File: src/design/sac_pkg.sv
package sac_pkg;
   // register byte offsets on the AXI4-Lite slave
   localparam logic [3:0] ADDR_CONTROL_ONE  = 4'h0;
   localparam logic [3:0] ADDR_CONTROL_TWO  = 4'h4;
   localparam logic [3:0] ADDR_RESULT_VALUE = 4'h8;
   localparam logic [3:0] ADDR_RESULT_STAT  = 4'hC;

   // control one field positions
   localparam int CH_LSB    = 0;
   localparam int GATE_BIT  = 4;
   localparam int MODE_LSB  = 5;
   localparam int START_BIT = 7;
   // control two field positions
   localparam int TIME_LSB   = 0;
   localparam int LADDER_BIT = 5;
   // result status field positions
   localparam int RES_LOW_LSB = 6;
   localparam int DONE_BIT    = 5;
   localparam int BUSY_BIT    = 4;

   // reset values of the control registers, axi response codes and highest channel code
   localparam logic [7:0] CTRL_ONE_RESET = 8'h10;
   localparam logic [7:0] CTRL_TWO_RESET = 8'h00;
   localparam logic [1:0] AXI_OKAY       = 2'h0;
   localparam logic [1:0] AXI_SLVERR     = 2'h2;
   localparam logic [3:0] MAX_CHANNEL    = 4'h5;

   // conversion durations in high_freq_clock cycles
   localparam int CONV_CYC_000 = 39;
   localparam int CONV_CYC_010 = 78;
   localparam int CONV_CYC_011 = 156;
   localparam int CONV_CYC_100 = 312;
   localparam int CONV_CYC_101 = 624;
   localparam int CONV_CYC_110 = 1248;

   typedef enum logic [1:0] {
      SAC_MODE_OFF    = 2'h0,
      SAC_MODE_SINGLE = 2'h1,
      SAC_MODE_RSVD   = 2'h2,
      SAC_MODE_REPEAT = 2'h3
   } sac_mode_t;

   typedef enum logic [1:0] {SAC_IDLE, SAC_CONVERT} sac_phase_t;

   // analog front end handshake toward the comparator and dac
   typedef struct packed {
      logic [3:0] channel;
      logic       inputs_enabled;
      logic       ladder_on;
      logic       sample;
      logic [9:0] trial_code;
   } sac_analog_t;

   // whole state of the controller
   typedef struct packed {
      sac_phase_t  phase;
      logic [7:0]  ctrl_one;
      logic [7:0]  ctrl_two;
      logic [9:0]  result;
      logic        done;
      logic        busy;
      logic [9:0]  trial;
      logic [3:0]  bit_idx;
      logic [10:0] step_cnt;
      logic [10:0] step_len;
      logic [10:0] total_cnt;
      logic        awhs;
      logic        whs;
      logic [3:0]  waddr;
      logic [7:0]  wdata;
      logic        wstrb0;
      logic        bvalid;
      logic [1:0]  bresp;
      logic        rvalid;
      logic [31:0] rdata;
      logic [1:0]  rresp;
      logic        irq;
   } sac_state_t;
endpackage : sac_pkg

File: src/design/sac_adc_ctrl.sv
`timescale 1ns/1ns
// Operation
// - convert the selected analog input into a 10-bit result by successive approximation
// - mode field: 00 off, 01 single start, 10 reserved, 11 repeat
// - channel codes 0 to 5 pick inputs zero to five, others reserved
// - gate bit 0 enables analog inputs, 1 disables; set 1 when unused
// - writing start trigger begins conversion; trigger self-clears once started
// - standby entry resets both control registers; writes ignored until normal
// - time field selects 39 to 1248 cycle conversion; 001 and 111 reserved
// - second control register holds the ladder network connect bit
// - bits 6 and 7 of control two read undefined
// - result value register holds data; status register holds busy and done
// - on completion store result, set done flag, pulse done interrupt
// - repeat mode restarts conversion right after each completion
// - writing mode 00 stops at once and discards partial result
// - reading result clears done flag; old result kept until new completes; standby zeroes it here
module sac_adc_ctrl
   import sac_pkg::*;
(
   // clock and reset
   input  wire logic        aclk,
   input  wire logic        aresetn,
   // power mode: high while the chip is in stop, slow or sleep
   input  wire logic        standby,
   // axi4-lite slave
   input  wire logic [3:0]  s_axi_awaddr,
   input  wire logic        s_axi_awvalid,
   output logic             s_axi_awready,
   input  wire logic [31:0] s_axi_wdata,
   input  wire logic [3:0]  s_axi_wstrb,
   input  wire logic        s_axi_wvalid,
   output logic             s_axi_wready,
   output logic [1:0]       s_axi_bresp,
   output logic             s_axi_bvalid,
   input  wire logic        s_axi_bready,
   input  wire logic [3:0]  s_axi_araddr,
   input  wire logic        s_axi_arvalid,
   output logic             s_axi_arready,
   output logic [31:0]      s_axi_rdata,
   output logic [1:0]       s_axi_rresp,
   output logic             s_axi_rvalid,
   input  wire logic        s_axi_rready,
   // analog front end
   input  wire logic        comparator_high,
   output sac_analog_t      analog,
   // conversion done interrupt pulse
   output logic             conversion_done_irq
);

   sac_state_t st;
   sac_state_t next_st;

   // cycles per conversion for a time code, zero for reserved codes
   // time code decode
   function automatic logic [10:0] conv_cycles(input logic [2:0] code);
      case (code)
         3'h0:    conv_cycles = 11'(CONV_CYC_000);
         3'h2:    conv_cycles = 11'(CONV_CYC_010);
         3'h3:    conv_cycles = 11'(CONV_CYC_011);
         3'h4:    conv_cycles = 11'(CONV_CYC_100);
         3'h5:    conv_cycles = 11'(CONV_CYC_101);
         3'h6:    conv_cycles = 11'(CONV_CYC_110);
         default: conv_cycles = 11'h000;
      endcase
   endfunction : conv_cycles

   logic        aw_take;
   logic        w_take;
   logic        ar_take;
   logic        do_write;
   logic [1:0]  mode;
   logic [2:0]  tcode;
   logic        ch_ok;
   logic        kick;
   logic [10:0] per_bit;

   // one write and one read at a time; the address and data are taken separately
   assign s_axi_awready = !st.awhs && !st.bvalid;
   assign s_axi_wready  = !st.whs && !st.bvalid;
   assign s_axi_arready = !st.rvalid;
   assign aw_take       = s_axi_awvalid && s_axi_awready;
   assign w_take        = s_axi_wvalid && s_axi_wready;
   assign ar_take       = s_axi_arvalid && s_axi_arready;

   // response and interrupt outputs come straight from flip-flops
   assign s_axi_bvalid        = st.bvalid;
   assign s_axi_bresp         = st.bresp;
   assign s_axi_rvalid        = st.rvalid;
   assign s_axi_rdata         = st.rdata;
   assign s_axi_rresp         = st.rresp;
   assign conversion_done_irq = st.irq;
   assign tcode               = st.ctrl_two[TIME_LSB +: 3];

   // front end drive
   always_comb
   begin
      analog.channel        = st.ctrl_one[CH_LSB +: 4];
      analog.inputs_enabled = !st.ctrl_one[GATE_BIT];
      analog.ladder_on      = st.ctrl_two[LADDER_BIT];
      analog.sample         = (st.phase == SAC_CONVERT);
      analog.trial_code     = st.trial;
   end

   // next state
   always_comb
   begin
      next_st  = st;
      next_st.irq = 1'b0;
      do_write = 1'b0;
      ch_ok    = 1'b0;
      mode     = 2'h0;
      kick     = 1'b0;
      per_bit  = 11'h000;

      // capture address and data in either order
      if (aw_take)
      begin
         next_st.awhs  = 1'b1;
         next_st.waddr = s_axi_awaddr;
      end
      if (w_take)
      begin
         next_st.whs    = 1'b1;
         next_st.wdata  = s_axi_wdata[7:0];
         next_st.wstrb0 = s_axi_wstrb[0];
      end
      if (next_st.awhs && next_st.whs && !st.bvalid)
      begin
         do_write       = 1'b1;
         next_st.awhs   = 1'b0;
         next_st.whs    = 1'b0;
         next_st.bvalid = 1'b1;
         next_st.bresp  = (next_st.waddr[3:2] == ADDR_CONTROL_ONE[3:2]
                           || next_st.waddr[3:2] == ADDR_CONTROL_TWO[3:2]) ? AXI_OKAY
                                                                          : AXI_SLVERR;
      end
      if (st.bvalid && s_axi_bready)
         next_st.bvalid = 1'b0;

      // register writes, dropped while in standby
      if (do_write && next_st.wstrb0 && !standby)
      begin
         if (next_st.waddr[3:2] == ADDR_CONTROL_ONE[3:2])
            next_st.ctrl_one = next_st.wdata;
         else if (next_st.waddr[3:2] == ADDR_CONTROL_TWO[3:2])
            next_st.ctrl_two = next_st.wdata;
      end

      // register reads
      if (st.rvalid && s_axi_rready)
         next_st.rvalid = 1'b0;
      if (ar_take)
      begin
         next_st.rvalid = 1'b1;
         next_st.rresp  = AXI_OKAY;
         next_st.rdata  = 32'h0000_0000;
         case (s_axi_araddr[3:2])
            ADDR_CONTROL_ONE[3:2]:
               next_st.rdata[7:0] = st.ctrl_one;
            ADDR_CONTROL_TWO[3:2]:
               // upper bits undefined, read as zero
               next_st.rdata[5:0] = st.ctrl_two[5:0];
            ADDR_RESULT_VALUE[3:2]:
            begin
               next_st.rdata[7:0] = st.result[9:2];
               next_st.done       = 1'b0;
            end
            ADDR_RESULT_STAT[3:2]:
            begin
               // status flags beside low result bits
               next_st.rdata[RES_LOW_LSB +: 2] = st.result[1:0];
               next_st.rdata[DONE_BIT]         = st.done;
               next_st.rdata[BUSY_BIT]         = st.busy;
            end
            default:
               next_st.rresp = AXI_SLVERR;
         endcase
      end

      // decode from the value just written, so a start and its mode land together
      mode    = next_st.ctrl_one[MODE_LSB +: 2];
      ch_ok   = (next_st.ctrl_one[CH_LSB +: 4] <= MAX_CHANNEL);
      // per step duration, ten decisions fit the total
      // leftover cycles after the tenth step only re-check bit zero
      per_bit = conv_cycles(tcode) / 11'h00A;

      // sequencer
      case (st.phase)
         SAC_IDLE:
         begin
            // only single and repeat modes run
            if (next_st.ctrl_one[START_BIT] && ch_ok && per_bit != 11'h000
                && (mode == SAC_MODE_SINGLE || mode == SAC_MODE_REPEAT))
               kick = 1'b1;
            next_st.ctrl_one[START_BIT] = 1'b0;
         end
         SAC_CONVERT:
         begin
            next_st.step_cnt  = st.step_cnt + 11'h001;
            next_st.total_cnt = st.total_cnt + 11'h001;
            if (st.step_cnt == st.step_len - 11'h001)
            begin
               next_st.step_cnt = 11'h000;
               if (!comparator_high)
                  next_st.trial[st.bit_idx] = 1'b0;
               if (st.bit_idx != 4'h0)
               begin
                  next_st.bit_idx = st.bit_idx - 4'h1;
                  next_st.trial[st.bit_idx - 4'h1] = 1'b1;
               end
            end
            if (st.total_cnt == conv_cycles(tcode) - 11'h001)
            begin
               next_st.result = next_st.trial;
               next_st.done   = 1'b1;
               next_st.irq    = 1'b1;
               next_st.busy   = 1'b0;
               next_st.phase  = SAC_IDLE;
               if (mode == SAC_MODE_REPEAT && ch_ok)
                  kick = 1'b1;
            end
            if (next_st.ctrl_one[MODE_LSB +: 2] == SAC_MODE_OFF)
            begin
               next_st.phase = SAC_IDLE;
               next_st.busy  = 1'b0;
               next_st.done  = st.done && !(ar_take
                               && s_axi_araddr[3:2] == ADDR_RESULT_VALUE[3:2]);
               next_st.irq   = 1'b0;
               kick          = 1'b0;
            end
            // a stray trigger mid-conversion is dropped
            next_st.ctrl_one[START_BIT] = 1'b0;
         end
         default:
            next_st.phase = SAC_IDLE;
      endcase

      if (kick)
      begin
         next_st.phase     = SAC_CONVERT;
         next_st.busy      = 1'b1;
         // restart clears done, old result stays
         // a repeat restart keeps the done just set: the set wins
         if (st.phase == SAC_IDLE)
            next_st.done   = 1'b0;
         next_st.trial     = 10'h200;
         next_st.bit_idx   = 4'h9;
         next_st.step_cnt  = 11'h000;
         next_st.total_cnt = 11'h000;
         next_st.step_len  = per_bit;
      end

      // standby resets controls and kills conversion, result lost
      if (standby)
      begin
         next_st.ctrl_one = CTRL_ONE_RESET;
         next_st.ctrl_two = CTRL_TWO_RESET;
         next_st.phase    = SAC_IDLE;
         next_st.busy     = 1'b0;
         next_st.done     = 1'b0;
         next_st.result   = 10'h000;
         next_st.irq      = 1'b0;
      end
   end

   // state register
   always_ff @(posedge aclk)
   begin
      if (!aresetn)
      begin
         st          <= '0;
         st.phase    <= SAC_IDLE;
         st.ctrl_one <= CTRL_ONE_RESET;
         st.ctrl_two <= CTRL_TWO_RESET;
      end
      else
         st <= next_st;
   end

endmodule : sac_adc_ctrl

File: config.mk
export PLATFORM = sky130hd
export DESIGN_NAME = sac_adc_ctrl
export DESIGN_NICKNAME = d
export VERILOG_FILES = /design/src/design/sac_pkg.sv /design/src/design/sac_adc_ctrl.sv
export SDC_FILE = /design/constraint.sdc
export NUM_CORES = 1
export LEC_CHECK = 0
export ABC_AREA = 1
export BUFFER_PORTS_ARGS = -buffer_cell sky130_fd_sc_hd__clkbuf_2
export CAP_MARGIN = 0
export CELL_PAD_IN_SITES_DETAIL_PLACEMENT = 1
export CELL_PAD_IN_SITES_GLOBAL_PLACEMENT = 2
export CORE_MARGIN = 1.5
export CORE_UTILIZATION = 33
export DETAILED_ROUTE_END_ITERATION = 7
export GPL_TIMING_DRIVEN = 0
export HOLD_SLACK_MARGIN = 0.06
export PLACE_DENSITY = 0.92
export SYNTH_ARGS = -nofsm -noshare
export SYNTH_HDL_FRONTEND = slang
export SYNTH_SLANG_ARGS = --single-unit
File: constraint.sdc
create_clock -name aclk -period 12.65 [get_ports aclk]
set_clock_uncertainty 0.15 [all_clocks]
set_input_delay 0.6325 -clock aclk [delete_from_list [all_inputs] [get_ports aclk]]
set_output_delay 0.6325 -clock aclk [all_outputs]
set_load 0.1 [all_outputs]
==> results of run 1 <==
[sequential cells by signal, indices dropped and copies added (netlist names)]
| signal | count |
|---|---|
| s_axi_bresp | 1 |
| s_axi_rvalid | 1 |
| analog | 15 |
| st | 68 |
| conversion_done_irq | 1 |
| s_axi_rdata | 8 |
| s_axi_bvalid | 1 |
[cells in the mapped netlist, types with 2 or more instances]
| master | n | share of area |
|---|---|---|
| a211oi_1 | 4 | 0.0047 |
| a21oi_1 | 25 | 0.020 |
| a21oi_2 | 10 | 0.014 |
| a31oi_1 | 3 | 0.0030 |
| a32o_1 | 4 | 0.0063 |
| buf_2 | 3 | 0.0024 |
| buf_4 | 54 | 0.064 |
| buf_6 | 3 | 0.0053 |
| clkbuf_1 | 13 | 0.0077 |
| clkinv_1 | 2 | 0.0012 |
| dfxtp_1 | 95 | 0.30 |
| ha_1 | 13 | 0.026 |
| inv_1 | 108 | 0.064 |
| inv_2 | 9 | 0.0053 |
| mux2i_1 | 11 | 0.017 |
| nand2_1 | 189 | 0.11 |
| nand2_2 | 11 | 0.011 |
| nand2_4 | 6 | 0.011 |
| nand3_1 | 63 | 0.050 |
| nand3_2 | 7 | 0.011 |
| nand4_1 | 8 | 0.0079 |
| nor2_1 | 130 | 0.077 |
| nor2_2 | 3 | 0.0030 |
| nor2_4 | 12 | 0.021 |
| nor3_1 | 16 | 0.013 |
| nor4_1 | 4 | 0.0039 |
| o211ai_1 | 4 | 0.0047 |
| o21ai_0 | 49 | 0.039 |
| o21ai_1 | 3 | 0.0024 |
| o21ai_2 | 3 | 0.0041 |
| o22ai_1 | 2 | 0.0020 |
| or2_2 | 3 | 0.0030 |
| xnor2_1 | 9 | 0.012 |
| xor2_1 | 35 | 0.048 |
[critical path: cells and delay by family (launching register included)]
kind	cells	cell delay (ps)
buf+inv	4	560
fa+ha+maj	1	390
compound gates	3	430
simple gates	25	2930
flops	1	420
[final cells by class]
class,instances,share of cell area
repair buffers,52,0.0359
flip-flops and latches,95,0.262
multi-input cells,668,0.492
clock buffers,11,0.0321
inverters,119,0.0616
well taps,234,0.0404
plain buffers,74,0.0714
clock inverters,5,0.00466
[per-stage QoR]
step	cells	instance area (um^2)	power, mW
after floorplan	956	6430	0.466
after global placement	1242	6990	0.491
after detailed placement	1242	6990	0.493
after CTS	1258	7250	0.751
after global routing	1258	7250	0.774
final	1258	7250	0.743
[worst paths after layout]
path	slack [ps]	to	from	cells after the start
hold / removal	300	s_axi_bvalid$_SDFFE_PP0P_	s_axi_bready	2
setup / recovery	7620	st[63]$_SDFFE_PP0P_	st[114]$_SDFFE_PP0P_	33
setup reg to reg	7620	st[63]$_SDFFE_PP0P_	st[114]$_SDFFE_PP0P_	33
hold reg to reg	320	s_axi_rdata[0]$_SDFFE_PN0P_	s_axi_rdata[0]$_SDFFE_PN0P_	2
[report_power, final]
group	switching [mW]	internal, mW	total (mW)	leakage (nW)
Combinational	0.135	0.0353	0.170	2.64
Clock	0.124	0.134	0.258	0.126
Sequential	0.00569	0.310	0.315	0.768
[logic make-up after synthesis]
group / synth area share
and+or+nand+nor: 0.334
buffers and inverters: 0.152
AOI/OAI and AO/OA: 0.107
DFF: 0.300
xor gates and xnor gates: 0.0608
adders and majority gates: 0.0257
muxes: 0.0192
other: 0.000592
[placed cells by master (no fill, tap or decap), drive strengths merged]
cell      count
and2          1
nor4b         1
o21a          1
nand2       207
nand3        70
or4           1
ha           13
mux2          1
o221ai        1
xor2         35
a211oi        4
o211ai        4
buf          61
or3           1
nand3b        1
clkbuf       76
a41oi         1
and3          1
o21bai        1
a21oi        36
inv         118
a32o          4
nor2        145
xnor2         9
a31oi         3
o21ai        55
conb         27
nor3         16
nand4         8
or2           4
nor4          4
mux2i        11
o22ai         2
dfxtp        95
clkinv        4
clkinvlp      2
[per-layer routing]
layer | track usage | share of wire | vias up
met5 | 0 | 0 | -
met4 | 0.0602 | 0.018 | 0
met3 | 0.0246 | 0.022 | 19
met2 | 0.316 | 0.48 | 56
met1 | 0.221 | 0.47 | 2703
li1 | - | - | 3055
==> results.tsv, run 1 <==
metric	value	unit
grt_max_degree	16	
antenna_found_initial	0	
start_util	0.338	
regArea	1900	um^2
cp_max_fo	10	
nFillCells	2505	
maxCapViolCount	0	
hold_class	in -> reg	
fin_hold_ws	302	ps
drive_gt1_frac	0.189	
viasPerCell	4.64	
grt_usage	0.178	
status	finished clean	
fp.dieW	142	um
cp.arrival	5130	ps
die_h	142	um
postCtsSetupBuffers	0	
cp-end-kind	flop	
io_buffers	52	
timing.fmax	199	MHz
cp_slowest_cell	dfxtp_1	
slowest_delay	420	ps
period_needed	5030	ps
synth_ff_type	dfxtp_1	
io_pins	112	
setup_slack	7620	ps
multi_input_area	3570	um^2
clock_latency	360	ps
synthArstFlopShare	0	
dp_hpwl	13400	um
grt_pass1_wl	28700	um
numCtsBuffers	9	
vias	5833	
slew_headroom	0.414	
synth_edf_count	0	
power.density	102	nW/um^2
gp_congestion	0.848	
num_antenna_cells	0	
cts_root_buffer	clkbuf_16	
cts_htree_levels	3	
syn_to_final_growth	14.5	%
drc	0	
avgSynthCellArea	6.81	um^2
first_iter_violations	174	
drtPass1Iterations	4	
leakagePower	3.53	nW
pre_cts_slack	7570	ps
utilization	0.386	
drt-total-wl	17000	um
synthDistinctLibCells	50	
numClockSinks	95	
row_count	50	
rsz0062_at_grt	false	
cp.required	12750	ps
yosysWarningCount	0	
tritoncts	built	
peakVddDrop	0.0758	mV
syn_area	6330	um^2
clk_pin_slew	70	ps
tightest_slew	872	ps
overflow	0	
critPathKind	reg -> reg	
cts.repair.resized	0	
netlist_instances	930	
core_area	18800	um^2
finalSetupViolations	0	
holdBufCountCts	0	
layout.nets	1085	
dieArea	20000	um^2
grt_pass1_vias	5974	
drv_slew	0	
drtAntennaViolNets	0	
finalHoldViolCount	0	
fin_tns_setup	0	ps
start_kind	flop	
ys_seq_elements	95	
wl_per_cell	13.5	um
seq_area_frac_synth	0.300	
clock_path_buffers	2	
finalCritPeriodShare	0.398	
Note: power is estimated with default switching activity, not from simulation.
==> run 2, diff against run 1 <==
--- a/config.mk
+++ b/config.mk
@@ -5,17 +5,17 @@
 export SDC_FILE = /design/constraint.sdc
 export NUM_CORES = 1
 export LEC_CHECK = 0
-export ABC_AREA = 1
+export ABC_AREA = 0
 export BUFFER_PORTS_ARGS = -buffer_cell sky130_fd_sc_hd__clkbuf_2
 export CAP_MARGIN = 0
 export CELL_PAD_IN_SITES_DETAIL_PLACEMENT = 1
 export CELL_PAD_IN_SITES_GLOBAL_PLACEMENT = 2
 export CORE_MARGIN = 1.5
-export CORE_UTILIZATION = 33
+export CORE_UTILIZATION = 29
 export DETAILED_ROUTE_END_ITERATION = 7
 export GPL_TIMING_DRIVEN = 0
 export HOLD_SLACK_MARGIN = 0.06
-export PLACE_DENSITY = 0.92
+export PLACE_DENSITY = 0.83
 export SYNTH_ARGS = -nofsm -noshare
 export SYNTH_HDL_FRONTEND = slang
 export SYNTH_SLANG_ARGS = --single-unit
==> constraint.sdc (replaced) <==
create_clock -name aclk -period 4.6 [get_ports aclk]
set_clock_uncertainty 0.15 [all_clocks]
set_input_delay 0.23 -clock aclk [delete_from_list [all_inputs] [get_ports aclk]]
set_output_delay 0.23 -clock aclk [all_outputs]
set_load 0.1 [all_outputs]
==> run 2 against run 1 <==
Net effect: sequential share of layout area is 1.0 points lower; via count is 3.6% higher; highest routed layer unchanged; clock power grew to 3.2 times the previous value; power grew to 2.7 times the previous value; clock-buffer cell count is 2 lower; first-iteration DRC count is 56% higher; non-clock buffer count is 30 higher; critical path depth is 19 lower; area after synthesis is 0.36% higher; die area is 14% higher; synthesized cell count is 12% lower.
==> results.tsv, run 2 <==
metric	value	unit
start_util	0.299	
core_area	21300	um^2
cp.required	4690	ps
dpl_cell_area	7050	um^2
clock_path_buffers	2	
cp_top_family	simple AND/OR/NAND/NOR gates	
synth_ff_type	dfxtp_1	
synthArstFlopShare	0	
yosys.cell_count.top_type	nor2_1	
status	finished clean	
grt_max_degree	20	
numCtsBuffers	9	
dp_hpwl	15000	um
die_h	151	um
leakagePower	3.07	nW
drive_gt1_frac	0.196	
synth_top_area_frac	0.299	
synth_top_cell_by_area	dfxtp_1	
finalHoldViolCount	0	
slew_headroom	0.480	
finalCritPeriodShare	0.951	
numClockSinks	95	
drtPass1Iterations	4	
slowest_delay	650	ps
final_common_cell	nor2_1	
timing.fmax	229	MHz
drv_slew	0	
row_count	53	
finalSetupViolations	0	
drt-total-wl	19800	um
largest_register_ffs	68	
cp.arrival	4460	ps
fp.dieW	151	um
total_power	1.99	mW
drtAntennaViolNets	0	
syn_to_final_growth	18.8	%
hold_class	in -> reg	
start_kind	flop	
syn_area	6360	um^2
maxCapViolCount	0	
num_antenna_cells	0	
cts_root_buffer	clkbuf_16	
clock_latency	370	ps
combPwrFrac	0.160	
cp_max_fo	11	
clkPwrFrac	0.414	
power_frac_seq	0.425	
grt_pass1_vias	5865	
layout.nets	985	
seq_area_frac_synth	0.299	
internal-power	1.35	mW
first_iter_violations	272	
avgSynthCellArea	7.72	um^2
antenna_found_initial	0	
synthTopCellsByCount	nor2_1, dfxtp_1, nand2_1	
tightest_slew	773	ps
grt_pass1_wl	31600	um
gp_congestion	0.927	
dieArea	22800	um^2
grt_usage	0.177	
vias	6043	
top_register	st	
cts_htree_levels	3	
fin_hold_ws	67.1	ps
synthDistinctLibCells	78	
crit_buf_inv	4	
utilization	0.355	
final_cell_mix	nor2_1, dfxtp_1, nand2_1, buf_4, a21oi_1	
drc	0	
netlist_instances	823	
critPathKind	reg -> reg	
io_pins	112	
multi_input_area	3960	um^2
wl_per_cell	16.5	um
cp_slowest_cell	nor4_1	
sw_frac_of_total	0.322	
regArea	1910	um^2
clk_pin_slew	80	ps
ys_seq_elements	95	
cp-end-kind	flop	
yosysWarningCount	0	
viasPerCell	5.04	
nFillCells	2624	
peakVddDrop	0.160	mV
p_sw	0.640	mW
power.density	263	nW/um^2
io_buffers	50	
synth.area.top_cells	dfxtp_1, nor2_1, buf_4	
period_needed	4380	ps
final_cell_area	7550	um^2
tritoncts	built	
path_cells	buf_4, inv_4, ha_1, buf_2, nor2b_1, o22ai_1, xor2_1, a211o_1, nor4_1, a21o_1, nand2_1, nand2_1, buf_2, a21oi_1	
synth_edf_count	0	
overflow	0	
==> run 2: through the flow <==
step                      TNS [ps]  worst slack [ps]  instances
after floorplan                  0               624        849
after global placement       -6400              -670       1174
after detailed placement     -4850              -636       1174
after CTS                        0              41.6       1197
after global routing         -25.5             -25.5       1199
final                            0               225       1199
==> run 2: final timing paths <==
kind / start / to / slack [ps] / cells after the start
worst max-delay path: st[114]$_SDFFE_PP0P_ / st[77]$_SDFFE_PP0P_ / 220 / 14
worst min register to register: s_axi_rdata[7]$_SDFFE_PN0P_ / s_axi_rdata[7]$_SDFFE_PN0P_ / 320 / 2
worst max register to register: st[114]$_SDFFE_PP0P_ / st[77]$_SDFFE_PP0P_ / 220 / 14
worst min-delay path: s_axi_wdata[3] / st[43]$_SDFF_PN0_ / 70 / 3
==> run 2: cells by family after synthesis <==
family,Yosys count,share of synthesized area
muxes,41,0.0695
AOI/OAI and AO/OA,200,0.208
other,1,0.000590
buffers and inverters,117,0.107
xor gates and xnor gates,35,0.0482
adders and majority gates,13,0.0256
DFF,95,0.299
and+or+nand+nor,321,0.241
==> run 2: what timing repair did <==
action / CTS / global route
gates resized for setup: 9 / 12
setup endpoints to repair: 27 / 23
setup buffers: 0 / 2
hold buffers: 7 / 0
hold endpoints to repair: 6 / 0
pin swaps: 1 / 4
==> run 2: final cells by class <==
cell class                      instances  share of cell area
Clock buffer                            9              0.0298
Tap cell                              275              0.0455
Buffer                                 97              0.0808
Clock inverter                          7              0.0129
Inverter                               20              0.0103
Timing Repair Buffer                   59              0.0444
Multi-Input combinational cell        637               0.524
Sequential cell                        95               0.252
==> run 2: worst reg2reg max path: stages (launching register included) <==
cell and delay [ps]:
dfxtp_4 420, buf_4 230, inv_4 100, ha_1 260, buf_2 210, nor2b_1 160, o22ai_1 280, xor2_1 140
a211o_1 290, nor4_1 650, a21o_1 390, nand2_1 270, nand2_1 300, buf_2 320, a21oi_1 80
==> run 2: power groups by stage <==
stage	clock (mW)	sequential [mW]	combinational, mW
floorplan	0	0.875	0.255
global placement	0	0.865	0.311
detailed placement	0	0.866	0.313
CTS	0.840	0.847	0.319
global route	0.870	0.848	0.337
finish	0.824	0.846	0.319
==> run 2: per-layer routing <==
layer	vias up	track usage	wire, um
met4	0	0.0500	279
met2	82	0.299	9550
li1	3013	-	-
met3	20	0.0247	597
met1	2928	0.234	9400
met5	-	0	0
